==> src/aifc_pkg.sv <==
// Package of offsets, field positions and reset values for the flag block
`default_nettype none
package aifc_pkg;
   // ---------------------------------------------------------------
   // Register byte offsets
   // ---------------------------------------------------------------
   localparam logic [7:0] OFS_FLAG = 8'h38;   // Raw flag view
   localparam logic [7:0] OFS_SET = 8'h3C;
   localparam logic [7:0] OFS_CLEAR = 8'h40;
   localparam logic [7:0] OFS_ENABLE = 8'h44;
   localparam logic [7:0] OFS_CONFIG = 8'h60; // Read-clear option
   localparam logic [7:0] OFS_IRQ_STATUS = 8'h64;
   localparam logic [7:0] OFS_IRQ_MASK = 8'h68;
   localparam logic [7:0] OFS_WATERMARK = 8'h6C;
   // ---------------------------------------------------------------
   // Flag bit positions
   // ---------------------------------------------------------------
   localparam int BIT_ONESHOT_DONE = 0;
   localparam int BIT_SEQUENCE_DONE = 1;
   localparam int BIT_ONESHOT_OVF = 8;
   localparam int BIT_SEQUENCE_OVF = 9;
   localparam int BIT_ONESHOT_UNF = 10;
   localparam int BIT_SEQUENCE_UNF = 11;
   localparam int BIT_ONESHOT_CMP = 16;
   localparam int BIT_SEQUENCE_CMP = 17;
   localparam int BIT_REF_OVERVOLT = 24;
   localparam int BIT_PROG_FAULT = 25;
   localparam logic [31:0] FLAG_MASK = 32'h0303_0F03;
   localparam logic [31:0] RESET_ZERO = 32'h0000_0000;
   // ---------------------------------------------------------------
   // Sizes and bus answers
   // ---------------------------------------------------------------
   localparam int LEVEL_W = 3;   // FIFO fill level width
   localparam int WM_W = 2;      // Watermark field width
   localparam int WM_SEQ_LSB = 16; // Sequence watermark field start
   localparam logic [1:0] RESP_OKAY = 2'h0;
   localparam logic [1:0] RESP_SLVERR = 2'h2;
   localparam logic [31:0] UNDEF_READ = 32'h0000_0000;
endpackage : aifc_pkg
`default_nettype wire

==> src/aifc_fifo_events.sv <==
// Per-FIFO event detector: completion, overflow and underflow pulses
`default_nettype none
module aifc_fifo_events (
   input wire logic aclk,
   input wire logic aresetn,
   input wire logic [aifc_pkg::LEVEL_W-1:0] fill_level,
   input wire logic fifo_full,
   input wire logic result_push,
   input wire logic result_pop,
   input wire logic [aifc_pkg::WM_W-1:0] fifo_watermark_level,
   output logic done_pulse,
   output logic overflow_pulse,
   output logic underflow_pulse
);
   // ---------------------------------------------------------------
   // Decode
   // ---------------------------------------------------------------
   logic above_wm;
   logic above_wm_reg;
   logic [aifc_pkg::LEVEL_W-1:0] wm_plus_one;
   // Level threshold is watermark plus one results
   assign wm_plus_one = aifc_pkg::LEVEL_W'({1'b0, fifo_watermark_level})
      + aifc_pkg::LEVEL_W'(1);
   assign above_wm = (fill_level >= wm_plus_one);
   // Rising edge so the flag fires once per crossing, not every cycle
   assign done_pulse = above_wm & ~above_wm_reg;
   // Push with no free entry loses a result
   assign overflow_pulse = result_push & fifo_full;
   // Pop while empty returns no data
   assign underflow_pulse = result_pop
      & (fill_level == aifc_pkg::LEVEL_W'(0));
   // Track previous threshold state
   always_ff @(posedge aclk) begin
      if (!aresetn) begin
         above_wm_reg <= 1'b0;
      end else begin
         above_wm_reg <= above_wm;
      end
   end
endmodule : aifc_fifo_events
`default_nettype wire

==> src/aifc_top.sv <==
// Flag set, clear and enable logic for an ADC peripheral, AXI4-Lite slave
//
// Contract
// - One-shot done flag (bit 0) rises when its FIFO holds watermark+1.
// - Writing ones to the clear register clears those flags, zeros do not.
// - With read-clear on, reading clear register returns and clears flags.
// - Each enable bit lets its flag drive the request; reset to zero.
// - The one-shot compare enable at bit 16 is separate from bit 17.
// - Overflow flag rises when a result arrives and the FIFO is full.
// - Underflow flag rises when software reads an empty FIFO.
//
// Implementation choice: register access over AXI4-Lite.
`default_nettype none
module aifc_top (
   input wire logic aclk,
   input wire logic aresetn,
   // AXI4-Lite slave
   input wire logic [7:0] s_axi_awaddr,
   input wire logic s_axi_awvalid,
   output logic s_axi_awready,
   input wire logic [31:0] s_axi_wdata,
   input wire logic [3:0] s_axi_wstrb,
   input wire logic s_axi_wvalid,
   output logic s_axi_wready,
   output logic [1:0] s_axi_bresp,
   output logic s_axi_bvalid,
   input wire logic s_axi_bready,
   input wire logic [7:0] s_axi_araddr,
   input wire logic s_axi_arvalid,
   output logic s_axi_arready,
   output logic [31:0] s_axi_rdata,
   output logic [1:0] s_axi_rresp,
   output logic s_axi_rvalid,
   input wire logic s_axi_rready,
   // Datapath events, same clock
   input wire logic [aifc_pkg::LEVEL_W-1:0] oneshot_level,
   input wire logic oneshot_full,
   input wire logic oneshot_push,
   input wire logic oneshot_pop,
   input wire logic [aifc_pkg::LEVEL_W-1:0] sequence_level,
   input wire logic sequence_full,
   input wire logic sequence_push,
   input wire logic sequence_pop,
   input wire logic oneshot_compare_match,
   input wire logic sequence_compare_match,
   input wire logic reference_overvoltage,
   input wire logic programming_fault,
   // Outputs
   output logic adc_irq,
   output logic sys_irq
);
   // ---------------------------------------------------------------
   // State
   // ---------------------------------------------------------------
   logic [31:0] flag_reg;
   logic [31:0] flag_next;
   logic [31:0] enable_reg;
   logic [31:0] enable_next;
   logic read_clear_reg;
   logic [aifc_pkg::WM_W-1:0] wm_oneshot_reg;
   logic [aifc_pkg::WM_W-1:0] wm_sequence_reg;
   logic [3:0] ev_status_reg;
   logic [3:0] ev_status_next;
   logic [3:0] ev_mask_reg;
   // Address and data of a write are held until both halves have arrived
   logic aw_held_reg;
   logic [7:0] aw_addr_reg;
   logic w_held_reg;
   logic [31:0] w_data_reg;
   logic [3:0] w_strb_reg;

   // ---------------------------------------------------------------
   // Event detection per FIFO
   // ---------------------------------------------------------------
   // One detector per FIFO; the two differ only in their wiring
   logic os_done, os_ovf, os_unf;
   logic sq_done, sq_ovf, sq_unf;

   aifc_fifo_events u_oneshot (
      .aclk(aclk),
      .aresetn(aresetn),
      .fill_level(oneshot_level),
      .fifo_full(oneshot_full),
      .result_push(oneshot_push),
      .result_pop(oneshot_pop),
      .fifo_watermark_level(wm_oneshot_reg),
      .done_pulse(os_done),
      .overflow_pulse(os_ovf),
      .underflow_pulse(os_unf)
   );

   aifc_fifo_events u_sequence (
      .aclk(aclk),
      .aresetn(aresetn),
      .fill_level(sequence_level),
      .fifo_full(sequence_full),
      .result_push(sequence_push),
      .result_pop(sequence_pop),
      .fifo_watermark_level(wm_sequence_reg),
      .done_pulse(sq_done),
      .overflow_pulse(sq_ovf),
      .underflow_pulse(sq_unf)
   );

   // ---------------------------------------------------------------
   // Hardware flag sources gathered into the raw flag layout
   // ---------------------------------------------------------------
   // Level sources re-set their flag every cycle they stay high, so a
   // clear only sticks once the source itself has gone away
   logic [31:0] hw_set;
   always_comb begin
      hw_set = aifc_pkg::RESET_ZERO;
      hw_set[aifc_pkg::BIT_ONESHOT_DONE] = os_done;
      hw_set[aifc_pkg::BIT_SEQUENCE_DONE] = sq_done;
      hw_set[aifc_pkg::BIT_ONESHOT_OVF] = os_ovf;
      hw_set[aifc_pkg::BIT_SEQUENCE_OVF] = sq_ovf;
      hw_set[aifc_pkg::BIT_ONESHOT_UNF] = os_unf;
      hw_set[aifc_pkg::BIT_SEQUENCE_UNF] = sq_unf;
      hw_set[aifc_pkg::BIT_ONESHOT_CMP] = oneshot_compare_match;
      hw_set[aifc_pkg::BIT_SEQUENCE_CMP] = sequence_compare_match;
      hw_set[aifc_pkg::BIT_REF_OVERVOLT] = reference_overvoltage;
      hw_set[aifc_pkg::BIT_PROG_FAULT] = programming_fault;
   end

   // ---------------------------------------------------------------
   // Write channel: address and data taken in either order
   // ---------------------------------------------------------------
   wire aw_take = s_axi_awvalid & s_axi_awready;
   wire w_take = s_axi_wvalid & s_axi_wready;
   wire wr_fire = aw_held_reg & w_held_reg & ~s_axi_bvalid;
   wire [31:0] wr_bmask = {{8{w_strb_reg[3]}}, {8{w_strb_reg[2]}},
                           {8{w_strb_reg[1]}}, {8{w_strb_reg[0]}}};
   wire [31:0] wr_val = w_data_reg & wr_bmask;
   wire wr_set = wr_fire & (aw_addr_reg == aifc_pkg::OFS_SET);
   wire wr_clear = wr_fire & (aw_addr_reg == aifc_pkg::OFS_CLEAR);
   wire wr_enable = wr_fire & (aw_addr_reg == aifc_pkg::OFS_ENABLE);
   wire wr_config = wr_fire & (aw_addr_reg == aifc_pkg::OFS_CONFIG);
   wire wr_mask = wr_fire & (aw_addr_reg == aifc_pkg::OFS_IRQ_MASK);
   wire wr_wm = wr_fire & (aw_addr_reg == aifc_pkg::OFS_WATERMARK);
   wire wr_known = wr_set | wr_clear | wr_enable | wr_config
      | wr_mask | wr_wm;

   // ---------------------------------------------------------------
   // Read channel: one cycle after the address is taken
   // ---------------------------------------------------------------
   wire ar_take = s_axi_arvalid & s_axi_arready;
   wire rd_flag = (s_axi_araddr == aifc_pkg::OFS_FLAG);
   wire rd_set = (s_axi_araddr == aifc_pkg::OFS_SET);
   wire rd_clear = (s_axi_araddr == aifc_pkg::OFS_CLEAR);
   wire rd_enable = (s_axi_araddr == aifc_pkg::OFS_ENABLE);
   wire rd_config = (s_axi_araddr == aifc_pkg::OFS_CONFIG);
   wire rd_status = (s_axi_araddr == aifc_pkg::OFS_IRQ_STATUS);
   wire rd_mask = (s_axi_araddr == aifc_pkg::OFS_IRQ_MASK);
   wire rd_wm = (s_axi_araddr == aifc_pkg::OFS_WATERMARK);
   wire rd_known = rd_flag | rd_set | rd_clear | rd_enable | rd_config
      | rd_status | rd_mask | rd_wm;
   // Decodes use the live read address: the master holds it until taken
   // Without read-clear the clear port is write-only; undefined reads zero
   wire [31:0] rd_data =
      (rd_flag ? flag_reg : 32'h0000_0000)
      | (rd_set ? aifc_pkg::UNDEF_READ : 32'h0000_0000)
      | ((rd_clear & read_clear_reg) ? flag_reg : 32'h0000_0000)
      | (rd_enable ? enable_reg : 32'h0000_0000)
      | (rd_config ? {31'h0000_0000, read_clear_reg} : 32'h0000_0000)
      | (rd_status ? {28'h000_0000, ev_status_reg} : 32'h0000_0000)
      | (rd_mask ? {28'h000_0000, ev_mask_reg} : 32'h0000_0000)
      | (rd_wm ? {14'h0000, wm_sequence_reg, 14'h0000, wm_oneshot_reg}
         : 32'h0000_0000);
   // Read-clear removes exactly the bits being returned
   wire [31:0] rd_clr_bits = (ar_take & rd_clear & read_clear_reg)
      ? flag_reg : 32'h0000_0000;

   // ---------------------------------------------------------------
   // Raw flag update: hardware set wins over any clear
   // ---------------------------------------------------------------
   // Set wins so a hardware event in the clearing cycle is never lost
   wire [31:0] sw_set = wr_set ? wr_val : 32'h0000_0000;
   wire [31:0] sw_clr = wr_clear ? wr_val : 32'h0000_0000;
   // Zeros in the clear word leave flags alone; unused bits never stick
   assign flag_next = ((flag_reg & ~sw_clr & ~rd_clr_bits)
      | sw_set | hw_set) & aifc_pkg::FLAG_MASK;
   // Unused enable bits are kept at zero whatever is written
   assign enable_next = wr_enable
      ? (enable_reg & ~wr_bmask) | (wr_val & aifc_pkg::FLAG_MASK)
      : enable_reg;

   // ---------------------------------------------------------------
   // Sticky event status: bus write error, bus read error,
   // irq rising, read-clear used. Cleared by reading it.
   // ---------------------------------------------------------------
   // Next request level; its rise is logged at the edge that raises
   // adc_irq, since the registered output always trails by one step
   wire irq_next = |(flag_next & enable_next);
   wire [3:0] ev_in = {ar_take & rd_clear & read_clear_reg,
      irq_next & ~adc_irq, ar_take & ~rd_known, wr_fire & ~wr_known};
   // Reading status clears it; an event in that same cycle survives
   wire st_rclr = ar_take & rd_status;
   assign ev_status_next = (st_rclr ? 4'h0 : ev_status_reg) | ev_in;

   // Flag, enable and event registers
   always_ff @(posedge aclk) begin
      if (!aresetn) begin
         flag_reg <= aifc_pkg::RESET_ZERO;
         enable_reg <= aifc_pkg::RESET_ZERO;
         ev_status_reg <= 4'h0;
      end else begin
         flag_reg <= flag_next;
         enable_reg <= enable_next;
         ev_status_reg <= ev_status_next;
      end
   end

   // Configuration registers
   // Byte lanes are honoured per field, so a partial write keeps the rest
   always_ff @(posedge aclk) begin
      if (!aresetn) begin
         read_clear_reg <= 1'b0;
         ev_mask_reg <= 4'h0;
         wm_oneshot_reg <= '0;
         wm_sequence_reg <= '0;
      end else begin
         if (wr_config & w_strb_reg[0]) read_clear_reg <= w_data_reg[0];
         if (wr_mask & w_strb_reg[0]) ev_mask_reg <= w_data_reg[3:0];
         if (wr_wm & w_strb_reg[0])
            wm_oneshot_reg <= w_data_reg[aifc_pkg::WM_W-1:0];
         if (wr_wm & w_strb_reg[2])
            wm_sequence_reg <= w_data_reg[aifc_pkg::WM_SEQ_LSB
               +: aifc_pkg::WM_W];
      end
   end

   // Interrupt outputs, each from a flip-flop
   // Both are levels: software must remove the cause to drop them
   always_ff @(posedge aclk) begin
      if (!aresetn) begin
         adc_irq <= 1'b0;
         sys_irq <= 1'b0;
      end else begin
         adc_irq <= irq_next;
         sys_irq <= |(ev_status_next & ev_mask_reg);
      end
   end

   // Write address and data holding
   always_ff @(posedge aclk) begin
      if (!aresetn) begin
         aw_held_reg <= 1'b0;
         w_held_reg <= 1'b0;
         aw_addr_reg <= 8'h00;
         w_data_reg <= 32'h0000_0000;
         w_strb_reg <= 4'h0;
      end else begin
         if (aw_take) begin
            aw_held_reg <= 1'b1;
            aw_addr_reg <= {s_axi_awaddr[7:2], 2'b00};
         end else if (wr_fire) aw_held_reg <= 1'b0;
         if (w_take) begin
            w_held_reg <= 1'b1;
            w_data_reg <= s_axi_wdata;
            w_strb_reg <= s_axi_wstrb;
         end else if (wr_fire) w_held_reg <= 1'b0;
      end
   end

   // Write ready and response; ready drops once a beat is held
   // Limitation: one write at a time, the next waits for the response
   always_ff @(posedge aclk) begin
      if (!aresetn) begin
         s_axi_awready <= 1'b0;
         s_axi_wready <= 1'b0;
         s_axi_bvalid <= 1'b0;
         s_axi_bresp <= aifc_pkg::RESP_OKAY;
      end else begin
         s_axi_awready <= ~aw_held_reg & ~aw_take & ~s_axi_bvalid;
         s_axi_wready <= ~w_held_reg & ~w_take & ~s_axi_bvalid;
         if (wr_fire) begin
            s_axi_bvalid <= 1'b1;
            s_axi_bresp <= wr_known ? aifc_pkg::RESP_OKAY
               : aifc_pkg::RESP_SLVERR;
         end else if (s_axi_bready) s_axi_bvalid <= 1'b0;
      end
   end

   // Read ready and data
   // Data is latched at the address edge and stands until rready
   always_ff @(posedge aclk) begin
      if (!aresetn) begin
         s_axi_arready <= 1'b0;
         s_axi_rvalid <= 1'b0;
         s_axi_rdata <= 32'h0000_0000;
         s_axi_rresp <= aifc_pkg::RESP_OKAY;
      end else begin
         s_axi_arready <= ~s_axi_rvalid & ~ar_take;
         if (ar_take) begin
            s_axi_rvalid <= 1'b1;
            s_axi_rdata <= rd_data;
            s_axi_rresp <= rd_known ? aifc_pkg::RESP_OKAY
               : aifc_pkg::RESP_SLVERR;
         end else if (s_axi_rready) s_axi_rvalid <= 1'b0;
      end
   end
endmodule : aifc_top
`default_nettype wire

==> config.mk <==
export PLATFORM = sky130hd
export DESIGN_NAME = aifc_top
export DESIGN_NICKNAME = d
export VERILOG_FILES = /design/src/aifc_pkg.sv /design/src/aifc_fifo_events.sv /design/src/aifc_top.sv
export SDC_FILE = /design/constraint.sdc
export NUM_CORES = 1
export LEC_CHECK = 0
export BUFFER_PORTS_ARGS = -buffer_cell sky130_fd_sc_hd__buf_4
export CAP_MARGIN = 20
export CORE_ASPECT_RATIO = 1.4
export CORE_UTILIZATION = 45
export CTS_BUF_LIST = sky130_fd_sc_hd__clkbuf_4 sky130_fd_sc_hd__clkbuf_8 sky130_fd_sc_hd__clkbuf_16
export DETAILED_ROUTE_END_ITERATION = 8
export MAX_ROUTING_LAYER = met4
export PLACE_DENSITY = 0.68
export SLEW_MARGIN = 20
export SYNTH_ARGS = -nofsm -noshare
export SYNTH_HDL_FRONTEND = slang
export SYNTH_SLANG_ARGS = --single-unit
==> constraint.sdc <==
create_clock -name aclk -period 4.6 [get_ports aclk]
set_clock_uncertainty 0.2 [all_clocks]
set_input_delay 0.23 -clock aclk [delete_from_list [all_inputs] [get_ports aclk]]
set_output_delay 0.23 -clock aclk [all_outputs]
set_load 0.01 [all_outputs]
==> results of run 1 <==
[worst max-delay path, stage by stage, from the launching register on]
cell and delay [ns]:
dfxtp_1 0.36, and4bb_2 0.45, nand4b_1 0.39, mux2_2 0.42, a22oi_1 0.23, o211ai_1 0.17, o31ai_2 0.39, a21boi_1 0.12
[per-layer routing]
| metal | routed length (microns) | global-route usage (%) |
|---|---|---|
| met2 | 6573 | 39.13 |
| met3 | 407 | 4.137 |
| met1 | 5514 | 26.51 |
| met4 | 290 | 9.651 |
| met5 | 0 | - |
[how the worst min path moves through the flow]
stage	from	endpoint
after floorplan	s_axi_wdata[16]	w_data_reg[16]$_SDFFE_PN0P_
after detailed placement	s_axi_rvalid$_SDFFE_PN0P_	s_axi_arready$_SDFF_PN0_
after global routing	sequence_compare_match	flag_reg[17]$_SDFF_PN0_
final	sequence_compare_match	flag_reg[17]$_SDFF_PN0_
after global placement	s_axi_rvalid$_SDFFE_PN0P_	s_axi_arready$_SDFF_PN0_
after CTS	oneshot_push	flag_reg[8]$_SDFF_PN0_
[cell families after synthesis]
family	synth area share, %
simple gates	24.61
flops	47.42
compound gates	17.71
buf+inv	3.766
mux	4.470
fa+ha+maj	1.944
other cells	0.07282
[cell type report]
class	instances	share of cell area [%]
clock inverters	7	1.957
inverters	14	0.7610
repair buffers	129	15.22
flip-flops and latches	122	35.37
well taps	141	2.555
clock buffers	25	7.483
multi-input cells	382	36.66
[placed cells by master (no fill, tap or decap), types with 4 or more instances in the layout]
| cell type | Yosys | layout |
|---|---|---|
| o211a_1 | 4 | 4 |
| nor3b_1 | 8 | 8 |
| dlygate4sd3_1 | 0 | 33 |
| mux2_2 | 6 | 6 |
| nand3_1 | 31 | 31 |
| dfxtp_1 | 122 | 122 |
| and3_1 | 24 | 24 |
| buf_4 | 2 | 96 |
| and2_1 | 18 | 18 |
| a31oi_1 | 5 | 5 |
| o31a_1 | 5 | 5 |
| a221o_1 | 4 | 4 |
| nand2_1 | 83 | 82 |
| bufinv_16 | 0 | 4 |
| a21boi_0 | 48 | 48 |
| mux2i_1 | 14 | 14 |
| a31o_2 | 4 | 4 |
| nor2b_1 | 21 | 21 |
| o21ai_0 | 7 | 7 |
| nand4b_1 | 10 | 10 |
| clkbuf_8 | 0 | 5 |
| a221oi_1 | 9 | 9 |
| inv_1 | 14 | 14 |
| a21oi_1 | 8 | 8 |
| ha_1 | 8 | 8 |
| clkbuf_16 | 0 | 17 |
| nor2_1 | 11 | 11 |
[power by group through the flow]
stage          logic (mW)  registers (mW)  clock network, mW
3_3_place_gp        0.168            1.14                  0
2_1_floorplan      0.0952            1.13                  0
3_5_place_dp        0.172            1.14                  0
4_1_cts             0.195            1.12               1.45
5_1_grt             0.214            1.12               1.49
6_report            0.194            1.12               1.43
[metrics by stage]
step                power (mW)  hold WS, ns  instances
floorplan                1.228       0.1749        553
global placement         1.305       0.2307        755
detailed placement       1.310       0.2395        755
CTS                      2.757     0.002873        820
global route             2.828      0.02970        820
finish                   2.744     0.007433        820
==> summary.txt, run 1 <==
Logic synthesis
  • Yosys reg bits: about 120
  • Yosys warns: 0
  • Synthesized area per cell: just over 9 sq um
  • Cells after Synth: ~550
  • Ys async rst share: 0%
  • Yosys top cell by area: dfxtp_1
  • Netlist Area Pre-Place: between 5000 and 6000 sq um
  • Library cells used by synthesis: 59
  • Seq/Total Area, Yosys: approximately 47%
  • Most frequent cell after synthesis: dfxtp_1
  • Area share of the largest cell type after synthesis: a little under half
  • Synth Flop Type: dfxtp_1
  • Commonest cells in the netlist: dfxtp_1, nand2_1, a21boi_0, nand3_1, clkbuf_1
  • EDFF count, synth: 0
  • Top post-synthesis cells by area: dfxtp_1, a21boi_0, nand2_1, nand3_1, and3_1

Power
  • Power share of the clock group: 52.2%
  • Power per cell area: about 400 nW/um^2
  • Sw frac: between 20 and 25%
  • Pleak: roughly 2.8 nW
  • Switch Pwr: ~0.56 mW
  • Worst vdd ir: 0.2003 mV
  • Combinational power share: 7.1%
  • Internal Pwr Total: ~2.2 mW
  • Power share of the sequential group: between 40% and 50%

Global route
  • Global Route Usage Sum: between 20% and 30%
  • Vias in the first global route: 4223
  • First-pass GRT wire length: slightly above 20000 microns
  • Pin count of the biggest net entering global routing: 124
  • Grt ovf: 0
  • Initial antenna violation count: 0

Timing
  • Max-slew violation count: 0
  • Endpoints failing setup: 0
  • Total negative slack: 0 ns
  • Minimum clock period: 2.873 ns
  • Worst Setup Slack, final: 1.727 ns
  • Max-slew headroom: between 30% and 40%
  • Worst Tran Pin Value: between 0.9 and 1 ns
  • Maximum clock frequency: between 300 and 400 MHz
  • Final period util: around 62%
  • RSZ-0062 raised after global routing: false
  • Final Hold Fails: 0

Worst hold path
  • HP Class: primary input to flip-flop
  • Worst hold stages: 3

CTS
  • Post-CTS setup buffer count: 0
  • Worst-Skew Late Latency: 0.41 ns
  • CTS tree: built
  • Hold buffers post-CTS: 33
  • Clk slew on worst S/H paths: 0.05 ns
  • Sink Count: between 100 and 150
  • Clock tree buffer depth: 2
  • Root Buffer: clkbuf_16
  • H-tree depth: 4
  • Number of CTS-inserted buffers: 17
  • CTS resizes: 0

Floorplan
  • CORE AREA: 10980 sq um
  • Starting Density: 46.91%
  • Core Rows: 45
  • Die X: ~92 microns
  • Die area: roughly 12000 sq um
  • Die Y-Extent: about 130 microns
  • Top-Level Pins: 118

Layout
  • Sequential cell area: 2442 sq um
  • Area grow syn2layout: 34.09%
  • Final instance area: between 6000 and 7000 sq um
  • Ratio of cells with drive above 1 in the final layout: a little over a fifth
  • N_diodes: 0
  • Multi-input gate area: 2531 sq um
  • Net count, final: ~750
  • Post-layout util: between 60% and 70%
  • # fillers: between 900 and 1000

Detailed routing
  • WL per Instance: around 16 microns
  • Detailed Route Iter0 Violations: approximately 170
  • Final wirelength: approximately 13000 microns
  • Vias after detailed routing: roughly 4400
  • # DRC: 0
  • Pre-antenna DRT Iters: 4
  • Vias/cell: 5.370
  • Routed Antenna Nets: 0

Critical path
  • Worst Setup SP: s_axi_bvalid$_SDFFE_PN0P_
  • CP required: between 4 and 5 ns
  • Crit path max fanout: 11
  • Reg2Reg Depth: 7
  • R2r setup slk: between 1.5 and 2 ns
  • Critical R2R Capture: ev_status_reg[2]$_SDFF_PN0_
  • Worst setup path endpoint: ev_status_reg[2]$_SDFF_PN0_
  • R2R Path Start: s_axi_bvalid$_SDFFE_PN0P_
  • CP Launch Type: flip-flop
  • Crit path DAT: just under 3 ns
  • Crit path kind: flip-flop to flip-flop
  • CP endpoint kind: flip-flop

Run status
  • Status: complete, no violations

Run
  • Max_cap viols: 0

Placement
  • Dpl cell area: 5914 sq um
  • Post-DP HPWL: between 9000 and 10000 microns
  • Placement Setup Slack: ~1.5 ns
  • Gp weighted congestion: about 0.86
  • Port bufs: 93
(Power assumes the default switching activity.)
==> run 2: changes to the inputs <==
==> constraint.sdc (replaced) <==
create_clock -name aclk -period 2.8 [get_ports aclk]
set_clock_uncertainty 0.2 [all_clocks]
set_input_delay 0.14 -clock aclk [delete_from_list [all_inputs] [get_ports aclk]]
set_output_delay 0.14 -clock aclk [all_outputs]
set_load 0.01 [all_outputs]
==> summary.txt, run 2 (same netlist as run 1, synthesis figures left out) <==
Placement
  • Port bufs: slightly above 90
  • Gp weighted congestion: ~0.9
  • Post-DP HPWL: 9745 microns
  • Dpl cell area: 6072 sq um

Critical path
  • Critical R2R Capture: ev_status_reg[2]$_SDFF_PN0_
  • Reg2Reg Depth: 7
  • Slowest-stage cell, CP: dlygate4sd3_1
  • R2r setup slk: about 0.19 ns
  • Worst path cell trace: dlygate4sd3_1 > buf_4 > nand4b_1 > o31a_1 > a221o_1 > a22oi_1 > o211ai_1 > o31ai_2 > a21boi_1
  • Crit path kind: primary input to flip-flop
  • Crit. path cell count: 9
  • CP Launch Type: primary input
  • Worst setup path endpoint: ev_status_reg[2]$_SDFF_PN0_
  • R2R Path Start: s_axi_bvalid$_SDFFE_PN0P_
  • Crit path max fanout: 6
  • Largest stage delay, worst path: around 0.54 ns
  • Top Family by Delay on Critical Path: compound AO/OA/AOI/OAI gates
  • CP endpoint kind: flip-flop
  • CP required: about 2.9 ns
  • Worst Setup SP: s_axi_araddr[2]
  • Worst Path Buf+Inv: 2
  • Crit path DAT: 2.71 ns

Layout
  • Net count, final: slightly below 800
  • Commonest non-fill, non-tap cell in the layout: dfxtp_1
  • Post-layout util: roughly 64%
  • Ratio of cells with drive above 1 in the final layout: roughly a quarter
  • # fillers: slightly above 900
  • Area grow syn2layout: 37.15%
  • Final instance area: 7063 sq um
  • Most frequent cells in the layout: dfxtp_1, buf_4, nand2_1
  • N_diodes: 0

Global route
  • Vias in the first global route: roughly 4600
  • Pin count of the biggest net entering global routing: 66
  • Global Route Usage Sum: between 20% and 30%
  • First-pass GRT wire length: around 22000 microns
  • Grt ovf: 0
  • Initial antenna violation count: 0

Timing
  • Final Hold Fails: 0
  • Max-slew headroom: between 50% and 60%
  • Maximum clock frequency: 380.8 MHz
  • RSZ-0062 raised after global routing: false
  • Worst Tran Pin Value: 0.6479 ns
  • Final period util: 93.78%
  • Endpoints failing setup: 0
  • Total negative slack: 0 ns
  • Max-slew violation count: 0
  • Minimum clock period: 2.626 ns

Power
  • Sw frac: 21.33%
  • Pleak: a little under 3 nW
  • Power share of the sequential group: roughly 43%
  • Power per cell area: 604.5 nW/um^2
  • Combinational power share: 8.0%
  • Worst vdd ir: a little under 0.4 mV
  • Switch Pwr: approximately 0.91 mW
  • Power share of the clock group: 49.0%
  • Internal Pwr Total: between 3 and 4 mW

CTS
  • Root Buffer: clkbuf_16
  • Clk slew on worst S/H paths: 0.05 ns
  • Number of CTS-inserted buffers: 17
  • Worst-Skew Late Latency: just over 0.4 ns
  • H-tree depth: 4
  • Sink Count: 122
  • Clock tree buffer depth: 2
  • CTS tree: built

Floorplan
  • Top-Level Pins: between 100 and 150
  • Die X: roughly 92 microns
  • Die Y-Extent: around 130 microns
  • Starting Density: between 40% and 50%
  • Core Rows: 45
  • CORE AREA: about 11000 sq um
  • Die area: about 12000 sq um

Detailed routing
  • Routed Antenna Nets: 0
  • Vias after detailed routing: between 4000 and 5000
  • Final wirelength: approximately 13000 microns
  • Pre-antenna DRT Iters: 6
  • WL per Instance: approximately 16 microns
  • Vias/cell: approximately 5.4
  • # DRC: 0
  • Detailed Route Iter0 Violations: 182

Worst hold path
  • HP Class: primary input to flip-flop

Run
  • Max_cap viols: 0

Run status
  • Status: complete, no violations
==> run 2: changes by cell type in the layout (fill, tap and decap cells not counted) <==
| cell | change |
|---|---|
| bufinv_16 | -2 |
| clkinv_2 | +1 |
| clkbuf_4 | +3 |
| buf_4 | +21 |
| dlygate4sd3_1 | +7 |
| clkinvlp_4 | +2 |
| nor3_1 | -1 |
| nor3_2 | +1 |
| clkbuf_8 | -4 |
| nand2_1 | +1 |
| nand2_2 | -1 |
==> run 2: worst min path at each step <==
stage	start	end	slack, ns	cells past startpoint
2_1_floorplan	s_axi_wdata[16]	w_data_reg[16]$_SDFFE_PN0P_	0.08	2
3_3_place_gp	s_axi_wdata[9]	w_data_reg[9]$_SDFFE_PN0P_	0.21	3
3_5_place_dp	s_axi_wstrb[0]	w_strb_reg[0]$_SDFFE_PN0P_	0.21	3
4_1_cts	s_axi_awvalid	aw_held_reg$_SDFFE_PN0P_	0.02	3
5_1_grt	s_axi_awvalid	aw_held_reg$_SDFFE_PN0P_	0.06	3
6_report	s_axi_awvalid	aw_held_reg$_SDFFE_PN0P_	0.03	3
==> run 2: cell type report <==
type / instances / area, sq um / share of cell area, %
multi-input combinational: 382 / 2534 / 35.87
timing repair buffer: 157 / 1279 / 18.10
tap: 141 / 176.4 / 2.498
clock buffer: 24 / 484.2 / 6.856
inverter: 14 / 52.55 / 0.7440
sequential: 122 / 2442 / 34.58
clock inverter: 8 / 95.09 / 1.346
==> run 2: worst min-delay path, stage by stage <==
cell      delay (ns)
buf_4           0.14
nand2_1         0.20
a21boi_0        0.11
==> run 2: metrics by stage <==
| step | total power [mW] | hold WS, ns | instances | worst slack, ns |
|---|---|---|---|---|
| finish | 4.270 | 0.02988 | 848 | 0.1743 |
| floorplan | 2.017 | 0.08491 | 553 | 0.3132 |
| CTS | 4.297 | 0.02170 | 848 | 0.1509 |
| global route | 4.430 | 0.05887 | 848 | 0.06819 |
| detailed placement | 2.164 | 0.2114 | 776 | 0.01134 |
| global placement | 2.154 | 0.2080 | 776 | 0.05634 |
==> run 2: power groups by stage <==
stage | registers [mW] | clock network, mW | logic [mW]
floorplan | 1.86 | 0 | 0.156
global placement | 1.87 | 0 | 0.287
detailed placement | 1.87 | 0 | 0.296
CTS | 1.83 | 2.12 | 0.342
global route | 1.84 | 2.22 | 0.375
finish | 1.83 | 2.09 | 0.342
==> run 2: layer usage <==
metal  share of wire (%)  global-route usage (%)  wire [microns]  vias up
met5                   0                       -               0        -
met4                 3.6                   12.68             485        0
li1                    -                       -               -     2260
met1                  41                   26.91            5502     2125
met3                 3.5                   4.492             470       36
met2                  51                   41.74            6841      141
==> run 2: repair_timing <==
action                                 CTS  global route
buffers inserted                         0             0
endpoints found under the hold margin   32             0
setup endpoints to repair                0             3
gates resized for setup                  0             2
hold buffers                            40             0
==> run 3: changes to the inputs <==
--- a/config.mk
+++ b/config.mk
@@ -8,12 +8,10 @@
 export BUFFER_PORTS_ARGS = -buffer_cell sky130_fd_sc_hd__buf_4
 export CAP_MARGIN = 20
 export CORE_ASPECT_RATIO = 1.4
-export CORE_UTILIZATION = 45
+export CORE_UTILIZATION = 40
 export CTS_BUF_LIST = sky130_fd_sc_hd__clkbuf_4 sky130_fd_sc_hd__clkbuf_8 sky130_fd_sc_hd__clkbuf_16
 export DETAILED_ROUTE_END_ITERATION = 8
 export MAX_ROUTING_LAYER = met4
-export PLACE_DENSITY = 0.68
-export SLEW_MARGIN = 20
 export SYNTH_ARGS = -nofsm -noshare
 export SYNTH_HDL_FRONTEND = slang
 export SYNTH_SLANG_ARGS = --single-unit
==> summary.txt, run 3 (same netlist as run 1, synthesis figures left out) <==
CTS
  • Sink Count: 122
  • CTS resizes: 0
  • CTS tree: built
  • Number of CTS-inserted buffers: 17
  • Worst-Skew Late Latency: about 0.42 ns
  • H-tree depth: 4
  • Clk slew on worst S/H paths: around 0.06 ns
  • Clock tree buffer depth: 2
  • Root Buffer: clkbuf_16
  • Post-CTS setup buffer count: 0
  • Hold buffers post-CTS: 45

Global route
  • Gr busiest metal: met2
  • Met3 Resource Use GR: between 4 and 5%
  • Global Route Usage Sum: a little over a fifth
  • Pin count of the biggest net entering global routing: 55
  • Met1 Track Usage GR: a little under a quarter
  • Grt met2 use: 36.38%
  • Vias in the first global route: 4425
  • Grt ovf: 0
  • Initial antenna violation count: 0
  • First-pass GRT wire length: 21550 microns

Critical path
  • CP endpoint kind: flip-flop
  • Worst path cell trace: dlygate4sd3_1 > buf_4 > nand4b_1 > or3_1 > o211a_1 > a211oi_2 > o221ai_2 > o31ai_2 > o21ai_1
  • Largest stage delay, worst path: approximately 0.53 ns
  • Worst Path Buf+Inv: 2
  • CP Launch Type: primary input
  • Crit path max fanout: 8
  • CP required: about 2.9 ns
  • Top Family by Delay on Critical Path: compound AO/OA/AOI/OAI gates
  • Crit path kind: primary input to flip-flop
  • Crit path DAT: ~2.8 ns
  • Slowest-stage cell, CP: dlygate4sd3_1

Run status
  • Failing checks: design-rule violations
  • Status: finished, violations left

Layout
  • Non-Filler Instances: approximately 860
  • Net count, final: around 800
  • Area grow syn2layout: 38.36%
  • Ratio of cells with drive above 1 in the final layout: 22.77%
  • Post-layout util: between 50% and 60%
  • Commonest non-fill, non-tap cell in the layout: dfxtp_1
  • N_diodes: 0
  • Most frequent cells in the layout: dfxtp_1, buf_4, nand2_1
  • # fillers: 1100

Timing
  • Minimum clock period: between 2 and 3 ns
  • Worst Tran Pin Value: a little under 0.7 ns
  • Max-slew headroom: 54.45%
  • Final period util: around 97%
  • RSZ-0062 raised after global routing: false
  • Max-slew violation count: 0
  • Maximum clock frequency: 368.6 MHz
  • Endpoints failing setup: 0
  • Final Hold Fails: 0

Floorplan
  • Die area: about 13000 sq um
  • CORE AREA: around 12000 sq um
  • Die X: 97.90 microns
  • Core Rows: 48
  • Starting Density: between 40% and 50%
  • Top-Level Pins: 118
  • Die Y-Extent: around 140 microns

Placement
  • Post-DP HPWL: about 9500 microns
  • Port bufs: 93
  • Dpl cells: 780
  • Gp weighted congestion: between 0.9 and 1

Detailed routing
  • Final wirelength: approximately 13000 microns
  • Pre-antenna DRT Iters: 7
  • Vias after detailed routing: approximately 4500
  • # DRC: 7
  • WL per Instance: roughly 16 microns
  • Routed Antenna Nets: 0
  • Vias/cell: 5.294
  • Detailed Route Iter0 Violations: 207

Power
  • Power per cell area: 627.8 nW/um^2
  • Worst vdd ir: between 0.4 and 0.5 mV
  • Pleak: a little under 3 nW

Run
  • Max_cap viols: 0

Worst hold path
  • HP Class: primary input to flip-flop
-- run 3: worst paths after layout --
check / startpoint / depth (start not counted) / slack (ns) / endpoint
worst max-delay path: s_axi_araddr[2] / 9 / 0.09 / sys_irq$_SDFF_PN0_
worst min-delay path: s_axi_awvalid / 3 / 0.009 / aw_held_reg$_SDFFE_PN0P_
worst max register to register: aw_addr_reg[3]$_SDFFE_PN0P_ / 7 / 0.17 / flag_reg[8]$_SDFF_PN0_
worst min register to register: s_axi_rvalid$_SDFFE_PN0P_ / 1 / 0.25 / s_axi_arready$_SDFF_PN0_
-- run 3: final cells by class --
| cell class | instances | area, sq um | share of cell area (%) |
|---|---|---|---|
| clock inverter | 14 | 196.4 | 2.757 |
| sequential | 122 | 2442 | 34.28 |
| inverter | 14 | 52.55 | 0.7375 |
| multi-input combinational | 382 | 2522 | 35.40 |
| timing repair buffer | 157 | 1291 | 18.12 |
| clock buffer | 18 | 432.9 | 6.076 |
| tap | 150 | 187.7 | 2.634 |
-- run 3: layer usage --
layer	part of all wire [%]	vias up	wire length, microns
met5	0	-	0
met3	4.1	30	546
li1	-	2263	-
met1	43	2114	5732
met4	2.7	0	353
met2	50	130	6673
-- run 3: worst reg2reg max path: stages, from the launching register on --
cell and delay (ns):
dfxtp_1 0.45, nand4bb_1 0.19, nor3_1 0.47, buf_4 0.25, a32o_1 0.22, a31oi_1 0.07, dlygate4sd3_1 0.58, nor2b_1 0.13
-- run 3: through the flow --
step	hold slack (ns)	cell area [sq um]	total power [mW]	TNS, ns	setup WS (ns)
floorplan	0.08491	5154	2.017	0	0.3132
global placement	0.2041	6046	2.155	0	0.01972
finish	0.009268	7126	4.474	0	0.08693
global route	0.04691	7126	4.638	0	0.01637
CTS	0.001758	7126	4.508	0	0.1376
detailed placement	0.2107	6046	2.162	-0.02401	-0.01360
-- run 3: where the power goes --
part / switching [mW] / internal [mW] / total, mW
Combinational: 0.153 / 0.191 / 0.343
Sequential: 0.0446 / 1.79 / 1.83
Clock: 0.798 / 1.50 / 2.30
